## src/hw/llpu_regs.svh

```systemverilog
`ifndef LLPU_REGS_SVH
`define LLPU_REGS_SVH

// register port offsets
`define LLPU_OFF_LINK_LO 8'h00
`define LLPU_OFF_LINK_HI 8'h04
`define LLPU_OFF_CONFIG 8'h08
`define LLPU_OFF_STATUS 8'h0C

// configuration fields
`define LLPU_CFG_NO_PAIR_BIT 0
`define LLPU_CFG_REL_LSB 4
`define LLPU_CFG_REL_MSB 7
`define LLPU_CFG_NO_PAIR_RST 1'b0

// status fields
`define LLPU_STAT_BUSY_BIT 0
`define LLPU_STAT_EXC_LSB 4
`define LLPU_STAT_EXC_MSB 6

// first release with paired forms
`define LLPU_PAIR_MIN_REL 4'h6

// step to the high half of a pair
`define LLPU_STEP_DOUBLE 64'h0000000000000008
`define LLPU_STEP_WORD 64'h0000000000000004

`endif

```

## src/hw/llpu_pkg.sv

```systemverilog
package llpu_pkg;

	typedef enum logic [1:0] {
		LLPU_OP_USER_WORD,
		LLPU_OP_PAIR_DOUBLE,
		LLPU_OP_PAIR_WORD
	} llpu_op_t;

	typedef enum logic [2:0] {
		LLPU_EXC_NONE,
		LLPU_EXC_TLB_REFILL,
		LLPU_EXC_TLB_INVALID,
		LLPU_EXC_ADDR_ERROR,
		LLPU_EXC_RESERVED,
		LLPU_EXC_WATCH,
		LLPU_EXC_CP_UNUSABLE
	} llpu_exc_t;

	typedef enum logic [1:0] {
		LLPU_ST_IDLE,
		LLPU_ST_XLATE,
		LLPU_ST_MEM_LO,
		LLPU_ST_MEM_HI
	} llpu_state_t;

	typedef struct packed {
		llpu_op_t op;
		logic [63:0] base;
		logic [8:0] offset;
		logic cpu_big_byte_order;
		logic byte_order_swap;
		logic user_word_en;
		logic cp_usable;
	} llpu_req_t;

	typedef struct packed {
		logic valid;
		logic [63:0] paddr;
		logic refill;
		logic invalid;
		logic watch;
	} llpu_xl_resp_t;

	typedef struct packed {
		llpu_op_t op;
		logic [63:0] low_data;
		logic [63:0] high_data;
		logic write_high;
		llpu_exc_t exc;
	} llpu_res_t;

endpackage

```

## src/hw/llpu_unit.sv

```systemverilog
// Chosen here: the register offsets and strobed register access.
`timescale 1ns/100ps
`include "llpu_regs.svh"

// How it works
// - user word: lane pick, sign extend, set flag
// - user word raises its listed exceptions
// - pair double: 128 bits split low/high
// - pair double: two locked double accesses
// - pair forms use base as address
// - pair double replaces active sequence
// - store conditional closes the sequence
// - pair double links quad aligned address
// - flag is bit zero of link address
// - loads never disturb other processors
// - sequence may be abandoned freely
// - cacheless build may drop link address
// - misaligned pair support not required
// - pair forms need release six, field zero
// - pair forms raise their listed exceptions
// - pair word: sign extend both words
// - pair word: two locked word accesses
// - pair word replaces, links double address
// - user word misaligned gives address error
module llpu_unit
	import llpu_pkg::*;
#(
	parameter logic HAS_LINK_ADDR = 1'b1,
	parameter logic [3:0] RELEASE = 4'h6
) (
	// clock and reset
	input wire logic clk,
	input wire logic rst_b,
	// request from the pipeline
	input wire logic req_valid,
	input wire llpu_req_t req,
	output logic req_ready,
	// address translation
	output logic xl_req,
	output logic [63:0] xl_vaddr,
	input wire llpu_xl_resp_t xl_resp,
	// memory
	output logic mem_req,
	output logic [63:0] mem_addr,
	output logic mem_lock,
	input wire logic mem_rvalid,
	input wire logic [63:0] mem_rdata,
	// result to register writeback
	output logic res_valid,
	output llpu_res_t res,
	// link state
	input wire logic sc_close,
	input wire logic link_break,
	output logic link_valid_flag,
	output logic [63:0] link_address_register,
	// register port
	input wire logic [7:0] reg_addr,
	input wire logic [31:0] reg_wdata,
	input wire logic reg_wr,
	input wire logic reg_rd,
	output logic [31:0] reg_rdata
);

	typedef struct packed {
		llpu_state_t st;
		logic ready;
		logic xl_req;
		logic [63:0] vaddr;
		logic [63:0] paddr;
		logic big;
		logic swap;
		logic mem_req;
		logic [63:0] mem_addr;
		logic mem_lock;
		logic res_valid;
		llpu_res_t res;
		logic [63:0] link;
		logic flag;
		logic no_pair;
		logic [3:0] release_lvl;
		llpu_exc_t last_exc;
		logic [31:0] rdata;
	} llpu_state_s_t;

	llpu_state_s_t s;
	llpu_state_s_t next_s;

	logic take;
	logic [63:0] va;
	logic [63:0] step;
	logic [2:0] lane;
	logic [31:0] word;
	logic [63:0] link_val;
	llpu_exc_t pre_exc;
	logic is_pair;

	assign take = req_valid && s.ready;
	assign is_pair = (req.op != LLPU_OP_USER_WORD);
	assign step = (s.res.op == LLPU_OP_PAIR_DOUBLE) ?
		`LLPU_STEP_DOUBLE : `LLPU_STEP_WORD;
	// big-endian cpu flips the word lane
	assign lane = s.vaddr[2:0] ^ {s.big, 2'b00};
	assign word = lane[2] ? mem_rdata[63:32] : mem_rdata[31:0];
	// cacheless build keeps only the flag
	assign link_val = HAS_LINK_ADDR ?
		{s.paddr[63:1], 1'b1} : 64'h0000000000000001;

	// address forms
	always_comb begin
		if (is_pair) begin
			va = req.base;
		end else begin
			va = req.base + {{55{req.offset[8]}}, req.offset};
		end
	end

	// checks made before translation
	always_comb begin
		pre_exc = LLPU_EXC_NONE;
		case (req.op)
			LLPU_OP_USER_WORD: begin
				if (!req.user_word_en) begin
					pre_exc = LLPU_EXC_RESERVED;
				end else if (!req.cp_usable) begin
					pre_exc = LLPU_EXC_CP_UNUSABLE;
				end else if (va[1:0] != 2'h0) begin
					pre_exc = LLPU_EXC_ADDR_ERROR;
				end
			end
			LLPU_OP_PAIR_DOUBLE: begin
				if (s.release_lvl < `LLPU_PAIR_MIN_REL || s.no_pair) begin
					pre_exc = LLPU_EXC_RESERVED;
				end else if (va[3:0] != 4'h0) begin
					pre_exc = LLPU_EXC_ADDR_ERROR;
				end
			end
			LLPU_OP_PAIR_WORD: begin
				if (s.release_lvl < `LLPU_PAIR_MIN_REL || s.no_pair) begin
					pre_exc = LLPU_EXC_RESERVED;
				end else if (va[2:0] != 3'h0) begin
					pre_exc = LLPU_EXC_ADDR_ERROR;
				end
			end
			default: begin
				pre_exc = LLPU_EXC_RESERVED;
			end
		endcase
	end

	always_comb begin
		next_s = s;
		next_s.xl_req = 1'b0;
		next_s.mem_req = 1'b0;
		next_s.res_valid = 1'b0;
		next_s.rdata = 32'h00000000;
		// closing or losing the link drops the flag
		if (sc_close || link_break) begin
			next_s.flag = 1'b0;
			next_s.link[0] = 1'b0;
		end
		case (s.st)
			LLPU_ST_IDLE: begin
				if (take) begin
					next_s.ready = 1'b0;
					next_s.vaddr = va;
					next_s.big = req.cpu_big_byte_order;
					// request may change once taken, keep the swap
					next_s.swap = req.byte_order_swap;
					next_s.res.op = req.op;
					next_s.res.low_data = 64'h0000000000000000;
					next_s.res.high_data = 64'h0000000000000000;
					next_s.res.write_high = is_pair;
					next_s.res.exc = pre_exc;
					if (pre_exc != LLPU_EXC_NONE) begin
						// link left as it was
						next_s.res_valid = 1'b1;
						next_s.ready = 1'b1;
						next_s.last_exc = pre_exc;
					end else begin
						next_s.xl_req = 1'b1;
						next_s.st = LLPU_ST_XLATE;
					end
				end
			end
			LLPU_ST_XLATE: begin
				if (xl_resp.valid) begin
					next_s.paddr = xl_resp.paddr;
					if (xl_resp.refill) begin
						next_s.res.exc = LLPU_EXC_TLB_REFILL;
					end else if (xl_resp.invalid) begin
						next_s.res.exc = LLPU_EXC_TLB_INVALID;
					end else if (xl_resp.watch) begin
						next_s.res.exc = LLPU_EXC_WATCH;
					end
					if (xl_resp.refill || xl_resp.invalid || xl_resp.watch) begin
						next_s.res_valid = 1'b1;
						next_s.ready = 1'b1;
						next_s.last_exc = next_s.res.exc;
						next_s.st = LLPU_ST_IDLE;
					end else begin
						next_s.mem_req = 1'b1;
						// pair accesses hold the lock throughout
						next_s.mem_lock = s.res.write_high;
						if (s.res.write_high) begin
							next_s.mem_addr = xl_resp.paddr;
						end else begin
							next_s.mem_addr = {xl_resp.paddr[63:3],
								xl_resp.paddr[2:0] ^ {s.swap, 2'b00}};
						end
						next_s.st = LLPU_ST_MEM_LO;
					end
				end
			end
			LLPU_ST_MEM_LO: begin
				if (mem_rvalid) begin
					case (s.res.op)
						LLPU_OP_PAIR_DOUBLE: begin
							next_s.res.low_data = mem_rdata;
						end
						LLPU_OP_PAIR_WORD: begin
							next_s.res.low_data = {{32{mem_rdata[31]}},
								mem_rdata[31:0]};
						end
						default: begin
							next_s.res.low_data = {{32{word[31]}}, word};
						end
					endcase
					if (s.res.write_high) begin
						next_s.mem_req = 1'b1;
						next_s.mem_addr = s.paddr + step;
						next_s.st = LLPU_ST_MEM_HI;
					end else begin
						next_s.res_valid = 1'b1;
						next_s.ready = 1'b1;
						next_s.last_exc = LLPU_EXC_NONE;
						// a new load overrides older link, set beats clear
						next_s.flag = 1'b1;
						next_s.link = link_val;
						next_s.st = LLPU_ST_IDLE;
					end
				end
			end
			LLPU_ST_MEM_HI: begin
				if (mem_rvalid) begin
					if (s.res.op == LLPU_OP_PAIR_DOUBLE) begin
						next_s.res.high_data = mem_rdata;
					end else begin
						next_s.res.high_data = {{32{mem_rdata[63]}},
							mem_rdata[63:32]};
					end
					next_s.mem_lock = 1'b0;
					next_s.res_valid = 1'b1;
					next_s.ready = 1'b1;
					next_s.last_exc = LLPU_EXC_NONE;
					// only the local link is touched, nothing goes out
					next_s.flag = 1'b1;
					next_s.link = link_val;
					next_s.st = LLPU_ST_IDLE;
				end
			end
			default: begin
				next_s.st = LLPU_ST_IDLE;
				next_s.ready = 1'b1;
				next_s.mem_lock = 1'b0;
			end
		endcase
		// register writes
		if (reg_wr && reg_addr == `LLPU_OFF_CONFIG) begin
			next_s.no_pair = reg_wdata[`LLPU_CFG_NO_PAIR_BIT];
			next_s.release_lvl = reg_wdata[`LLPU_CFG_REL_MSB:`LLPU_CFG_REL_LSB];
		end
		// register reads, data in the following cycle
		if (reg_rd) begin
			case (reg_addr)
				`LLPU_OFF_LINK_LO: begin
					next_s.rdata = s.link[31:0];
				end
				`LLPU_OFF_LINK_HI: begin
					next_s.rdata = s.link[63:32];
				end
				`LLPU_OFF_CONFIG: begin
					next_s.rdata[`LLPU_CFG_NO_PAIR_BIT] = s.no_pair;
					next_s.rdata[`LLPU_CFG_REL_MSB:`LLPU_CFG_REL_LSB] =
						s.release_lvl;
				end
				`LLPU_OFF_STATUS: begin
					next_s.rdata[`LLPU_STAT_BUSY_BIT] = !s.ready;
					next_s.rdata[`LLPU_STAT_EXC_MSB:`LLPU_STAT_EXC_LSB] =
						s.last_exc;
				end
				default: begin
					next_s.rdata = 32'h00000000;
				end
			endcase
		end
	end

	always_ff @(posedge clk) begin
		if (!rst_b) begin
			s <= '0;
			s.st <= LLPU_ST_IDLE;
			s.ready <= 1'b1;
			s.no_pair <= `LLPU_CFG_NO_PAIR_RST;
			s.release_lvl <= RELEASE;
			s.last_exc <= LLPU_EXC_NONE;
		end else begin
			s <= next_s;
		end
	end

	assign req_ready = s.ready;
	assign xl_req = s.xl_req;
	assign xl_vaddr = s.vaddr;
	assign mem_req = s.mem_req;
	assign mem_addr = s.mem_addr;
	assign mem_lock = s.mem_lock;
	assign res_valid = s.res_valid;
	assign res = s.res;
	assign link_valid_flag = s.flag;
	assign link_address_register = s.link;
	assign reg_rdata = s.rdata;
endmodule // llpu_unit

```

## config.mk

```make
export PLATFORM = sky130hd
export DESIGN_NAME = llpu_unit
export DESIGN_NICKNAME = d
export VERILOG_FILES = /design/src/hw/llpu_pkg.sv /design/src/hw/llpu_unit.sv
export VERILOG_INCLUDE_DIRS = /design/src /design/src/hw
export SDC_FILE = /design/constraint.sdc
export NUM_CORES = 1
export LEC_CHECK = 0
export BUFFER_PORTS_ARGS = -buffer_cell sky130_fd_sc_hd__buf_4
export CAP_MARGIN = 10
export CORE_AREA = 2 2 244 246
export CTS_BUF_LIST = sky130_fd_sc_hd__clkbuf_4 sky130_fd_sc_hd__clkbuf_8 sky130_fd_sc_hd__clkbuf_16
export DETAILED_ROUTE_END_ITERATION = 8
export DIE_AREA = 0 0 246 248
export PLACE_DENSITY = 0.67
export SETUP_SLACK_MARGIN = 0.05
export SLEW_MARGIN = 20
export SYNTH_ARGS = -nofsm -noshare
export SYNTH_HDL_FRONTEND = slang
export SYNTH_SLANG_ARGS = --single-unit
```

## constraint.sdc

```tcl
create_clock -name clk -period 5.9 [get_ports clk]
set_input_delay 1.18 -clock clk [delete_from_list [all_inputs] [get_ports clk]]
set_output_delay 1.18 -clock clk [all_outputs]
set_load 0.01 [all_outputs]
```

==> results of run 1 <==
[per-stage QoR]
stage | hold WS [ns] | utilization, %
final | 0.453 | 50.1
after global routing | 0.467 | 50.1
after detailed placement | 0.446 | 47.0
after CTS | 0.454 | 50.0
after global placement | 0.439 | 47.0
after floorplan | 0.426 | -
[cell usage after synthesis, drive strengths merged, types with 14 or more instances]
master,n
xor2,64
nand4,38
and3,30
o21bai,18
inv,34
nor3,67
a311oi,19
nand2,534
o211ai,14
a22oi,122
a31oi,18
nor2,344
a21o,41
a21oi,431
xnor2,40
o21ai,142
mux2,34
buf,389
dfxtp,440
clkbuf,201
mux2i,14
nand3,90
ha,71
[path summary, 6_finish.rpt]
path / endpoint / slack [ns] / depth (start not counted)
max: xl_vaddr[59] / 1.86 / 11
min: res[16] / 0.45 / 2
min reg2reg: res[16] / 0.45 / 2
max reg2reg: mem_addr[63] / 2.20 / 13
[layout make-up]
type                            count  area (um^2)  share of cell area [%]
Multi-Input combinational cell   2296        12900                    44.0
Sequential cell                   440         8810                    30.1
Timing Repair Buffer              626         4720                    16.1
Clock buffer                       73         1500                    5.12
Tap cell                          773          967                    3.30
Clock inverter                     18          243                   0.829
Inverter                           34          135                   0.462
Antenna cell                       12         30.0                   0.103
[metal layers]
layer | vias to the layer above | track usage (%) | wire [um]
met5 | - | 0 | 89
met4 | 14 | 13.4 | 4050
met3 | 202 | 7.31 | 8190
met2 | 925 | 43.6 | 40200
met1 | 10918 | 36.2 | 37600
li1 | 11461 | - | -
[worst reg2reg max path, cell delays in order (launching register included)]
cell     delay (ns)
dfxtp_1        0.38
inv_1          0.06
ha_2           0.26
inv_1          0.20
ha_1           0.23
a21o_1         0.15
nand4_1        0.34
nor4_4         0.38
and2_1         0.40
and3_1         0.36
and3_1         0.44
nand4_2        0.16
xor2_1         0.15
o21ai_1        0.07
[power by group through the flow]
| stage | sequential (mW) | clock [mW] | combinational (mW) |
|---|---|---|---|
| floorplan | 3.21 | 0 | 1.11 |
| global placement | 3.24 | 0 | 1.63 |
| detailed placement | 3.24 | 0 | 1.63 |
| CTS | 3.18 | 3.32 | 1.64 |
| global route | 3.19 | 3.44 | 1.79 |
| finish | 3.18 | 3.27 | 1.65 |
[sequential cells by signal, indices dropped and copies added (netlist names)]
| signal | cells |
|---|---|
| res_valid | 1 |
| xl_req | 1 |
| s | 13 |
| xl_vaddr | 64 |
| mem_lock | 1 |
| res | 134 |
| link_valid_flag | 1 |
| link_address_register | 64 |
| link_val | 63 |
| req_ready | 1 |
| mem_addr | 64 |
| reg_rdata | 32 |
| mem_req | 1 |
[kinds of logic after synthesis]
| group | synth area share (%) |
|---|---|
| mux | 2.07 |
| compound gates | 21.1 |
| fa+ha+maj | 3.67 |
| simple gates | 20.1 |
| buf+inv | 14.7 |
| xor+xnor | 3.60 |
| flops | 34.8 |
[cells in the final DEF, fill, tap and decap left out, types with 10 or more instances in the layout]
cell type and count:
a211oi_1 11, a21o_1 40, a21oi_1 429, a22oi_1 122
a311oi_1 19, a31oi_1 18, and3_1 30, buf_4 624
clkbuf_16 49, clkbuf_8 15, dfxtp_1 440, diode_2 12
ha_1 69, inv_1 33, mux2_2 34, mux2i_1 14
nand2_1 532, nand2b_1 10, nand3_1 87, nand4_1 36
nor2_1 338, nor2b_1 11, nor3_1 67, o211ai_1 14
o21ai_0 133, o21bai_1 18, o22ai_1 13, or3_1 13
xnor2_1 40, xor2_1 64
==> impl_metrics.tcl, run 1 <==
set metrics [dict create \
    place_area_um2 27500 \
    die_h_um 248 \
    dieArea_um2 61000 \
    cp-startpoint "req[12]" \
    cts_setup_buffers 0 \
    drt-initial-drc-count 1990 \
    async_flop_share_pct 0 \
    synth_area_um2 25300 \
    vias 23520 \
    internal_power_mw 5.62 \
    ant_nets 0 \
    ys_ff_latch 440 \
    hold_start "res[16]" \
    synth-edff-count 0 \
    finalHoldViolCount 0 \
    finalMaxSlewViolations 0 \
    grt_pass1_vias 21765 \
    synthTopCellsByArea "dfxtp_1 (35%), buf_4 (11%), a21oi_1 (8.5%), nand2_1 (7.9%), nor2_1 (5.1%)" \
    avgViaCountPerCell 5.51 \
    clockBufferDepth 3 \
    clock_sinks 440 \
    combPwrFrac_pct 20.4 \
    drv_cap 0 \
    instances_no_fill 4272 \
    synth_cell_types 72 \
    p_sw_share_pct 30.6 \
    crit_slowest_cell "buf_4" \
    ir_drop_v 0.000222 \
    cp.buffers_inverters 1 \
    slew_headroom_pct 30.5 \
    cts.reportedPaths.clkPinSlew_ns 0.06 \
    syn_nets 3692 \
    worstSkewPairLatency_ns 0.61 \
    r2r_start "res[133]" \
    start_util_pct 43.3 \
    fin_tns_setup_ns 0 \
    holdCritPathClass "reg2reg" \
    period_share_pct 68.5 \
    switchingPower_mw 2.47 \
    crit_family "compound AO/OA/AOI/OAI gates" \
    grt_first_pass_wirelength_um 133000 \
    die_w_um 246 \
    gp_congestion 0.938 \
    power_density_nw_per_um2 276 \
    final_area_um2 29300 \
    path_common_cell "nand4_1" \
    cts_buffers 49 \
    pwr-share-clk_pct 40.4 \
    grtUsageTotal_pct 28.1 \
    hpwl_um 65300 \
    crit_chain "buf_4 > ha_1 > nand4_1 > nor3_1 > nand4_1 > a21oi_1 > o21ai_0 > o211ai_1 > a31oi_1 > xor2_1 > o22ai_1" \
    boundaryPins 623 \
    tritoncts "built" \
    cts_hold_buf 0 \
    wl_per_cell_um 21.1 \
    nets 3779 \
    route.detailed.drc 0 \
    synth_flop_cell "dfxtp_1" \
    post_cts_resized 0 \
    cp.required_ns 6.34 \
    synth_top_area_cell "dfxtp_1" \
    fill_cells 5812 \
    tightestPinTransition_ns 1.04 \
    coreArea_um2 58500 \
    grt-ovfl-total 0 \
    syn_inst 3360 \
    leakage_nw 12.0 \
    root_buffer "clkbuf_16" \
    area_growth_pct 15.7 \
    drt_first_pass_iters 6 \
    io_buffer_count 595 \
    dp_slack_ns 1.37 \
    setup_slack_ns 1.86 \
    sequentialPowerShare_pct 39.3 \
    grt_max_degree 185 \
    syn_area_per_cell_um2 7.53 \
    num_rows 89 \
    rsz0062_at_grt "no" \
    drive_gt1_share_pct 22.6 \
    numPlacedInstances 4169 \
    cp-start-kind "input port" \
    final-setup-viol-count 0 \
    synth_top_area_share_pct 34.8 \
    worstPathArrival_ns 4.48 \
    skew_ns 0.0337 \
    status "finished, final reports clean" \
    routed_wl_um 90100 \
    slowest_delay_ns 0.59 \
    cp_max_fo 60 \
    seq_area_frac_synth_pct 34.8 \
    timing.fmax_mhz 247 \
    crit_path_end_kind "register" \
    period_minus_slack_ns 4.04 \
    p_total_mw 8.10 \
    antenna_found_initial 19 \
    yosys_warnings 0 \
    h-tree-depth 2 \
    worstSetupPathType "in2reg" \
]
Note: power is estimated with default switching activity, not from simulation.
==> run 2: changes to the inputs <==
CORE_AREA = 2 2 245 247   (was 2 2 244 246)
DIE_AREA = 0 0 247 249   (was 0 0 246 248)
PLACE_DENSITY = 0.69   (was 0.67)
clock period = 3.6 ns   (was 5.9 ns; I/O delays follow)
==> run 2 against run 1 <==
Routed wire length rose by 0.49%. Register-to-register slack got worse by 1.7 ns. Final area up 2.3%. Worst hold slack worse by 0.11 ns. Core utilization up 0.97 points. Sequential power grew 64%. Global-route usage about the same. Die area up 0.81%. Critical path depth up 1. Sequential share of layout area is 0.68 points lower. Total power rose by 64%. Largest cell class unchanged.
==> impl_metrics.tcl, run 2 (same netlist as run 1, synthesis figures left out) <==
set metrics [dict create \
    cp.required_ns 4.03 \
    gp_congestion 0.936 \
    worstSkewPairLatency_ns 0.60 \
    r2r-end "mem_addr[54]" \
    coreArea_um2 58700 \
    hpwl_um 66900 \
    mostFrequentLayoutCells "buf_4 (720), nand2_1 (532), dfxtp_1 (440)" \
    root_buffer "clkbuf_16" \
    dieArea_um2 61500 \
    hold_depth 3 \
    routed_wl_um 90500 \
    fin_hold_ws_ns 0.347 \
    slowest_delay_ns 0.35 \
    h-tree-depth 2 \
    finalHoldViolCount 0 \
    drt-initial-drc-count 1961 \
    io_buffer_count 595 \
    tritoncts "built" \
    antenna_found_initial 12 \
    power_density_nw_per_um2 444 \
    leakage_nw 12.4 \
    skew_ns 0.0231 \
    vias 24017 \
    drv_cap 0 \
    period_minus_slack_ns 3.14 \
    reg2reg_depth 12 \
    grt_pass1_vias 21977 \
    r2r_start "res[132]" \
    instances_no_fill 4359 \
    crit_chain "ha_2 > inv_1 > ha_1 > fa_1 > nand4_1 > nor4_4 > and2_2 > and3_1 > nand3_2 > nor2_1 > xnor2_1 > o21ai_0" \
    r2r_slack_ns 0.46 \
    status "finished, final reports clean" \
    hold_start "reg_wdata[6]" \
    numPlacedInstances 4268 \
    cts_setup_buffers 0 \
    final_util_pct 51.1 \
    grt_first_pass_wirelength_um 135000 \
    timing.fmax_mhz 319 \
    cp.buffers_inverters 1 \
    route.detailed.drc 0 \
    final-setup-viol-count 0 \
    crit_path_end_kind "register" \
    ir_drop_v 0.000300 \
    cts.reportedPaths.clkPinSlew_ns 0.06 \
    cp-start-kind "register" \
    crit_slowest_cell "dfxtp_1" \
    cts_hold_buf 0 \
    worstSetupPathType "reg2reg" \
    ant_nets 0 \
    nets 3879 \
    cts_buffers 50 \
    area_growth_pct 18.4 \
    grt_max_degree 119 \
    die_h_um 249 \
    period_share_pct 87.2 \
    die_w_um 247 \
    start_util_pct 43.1 \
    boundaryPins 623 \
    holdCritPathClass "in2reg" \
    num_rows 89 \
    largest_reg_flops 134 \
    avgViaCountPerCell 5.51 \
    drt_first_pass_iters 6 \
    rsz0062_at_grt "no" \
    finalMaxSlewViolations 0 \
    grt-ovfl-total 0 \
    hold_end "s[37]" \
    fill_cells 5857 \
    tightestPinTransition_ns 1.03 \
    wl_per_cell_um 20.8 \
    post_cts_resized 0 \
    worstPathArrival_ns 3.57 \
    grtUsageTotal_pct 28.1 \
    final_common_cell "buf_4" \
    drive_gt1_share_pct 24.6 \
    slew_headroom_pct 31.2 \
    cp_max_fo 7 \
    clock_sinks 440 \
    clockBufferDepth 3 \
    crit_family "simple AND/OR/NAND/NOR gates" \
]
==> run 2: power by group <==
group / switching, mW / internal (mW)
Sequential: 0.157 / 5.05
Clock: 2.15 / 3.07
Combinational: 1.78 / 1.09
Total: 4.09 / 9.21
==> run 2: layer usage <==
layer / part of all wire, % / track usage [%] / up-vias
li1: - / - / 11613
met1: 43 / 37.9 / 11293
met2: 45 / 43.8 / 934
met3: 7.7 / 5.03 / 167
met4: 4.0 / 11.9 / 10
met5: 0.075 / 0 / -
==> run 2: stage by stage <==
step | area, um^2 | setup WS (ns) | TNS (ns) | total power [mW]
detailed placement | 28300 | -0.0423 | -0.0423 | 8.15
CTS | 29900 | 0.395 | 0 | 13.4
finish | 30000 | 0.462 | 0 | 13.3
global placement | 28300 | -0.0104 | -0.0104 | 8.14
global route | 30000 | 0.208 | 0 | 13.8
floorplan | 25300 | 0.261 | 0 | 7.07
==> run 2: worst max-delay path by stage <==
stage / slack (ns) / to / from / cells after the start
after global placement: -0.01 / xl_vaddr[52] / req[13] / 13
final: 0.46 / mem_addr[54] / res[132] / 12
after floorplan: 0.26 / mem_addr[63] / res[133] / 18
after CTS: 0.39 / mem_addr[54] / res[132] / 12
after detailed placement: -0.04 / xl_vaddr[52] / req[13] / 13
after global routing: 0.21 / mem_addr[54] / res[132] / 12
==> run 2: worst min-delay path, stage by stage <==
cell     delay [ns]
buf_4          0.08
mux2i_1        0.05
nand2_1        0.05
==> run 2: area by class of cell <==
type                            count  area [um^2]  share of cell area, %
Clock inverter                     18          234                  0.781
Sequential cell                   440         8810                   29.4
Clock buffer                       66         1430                   4.76
Multi-Input combinational cell   2296        12900                   42.9
Tap cell                          773          967                   3.23
Inverter                           34          135                  0.451
Timing Repair Buffer              725         5510                   18.4
Antenna cell                        7         17.5                 0.0585
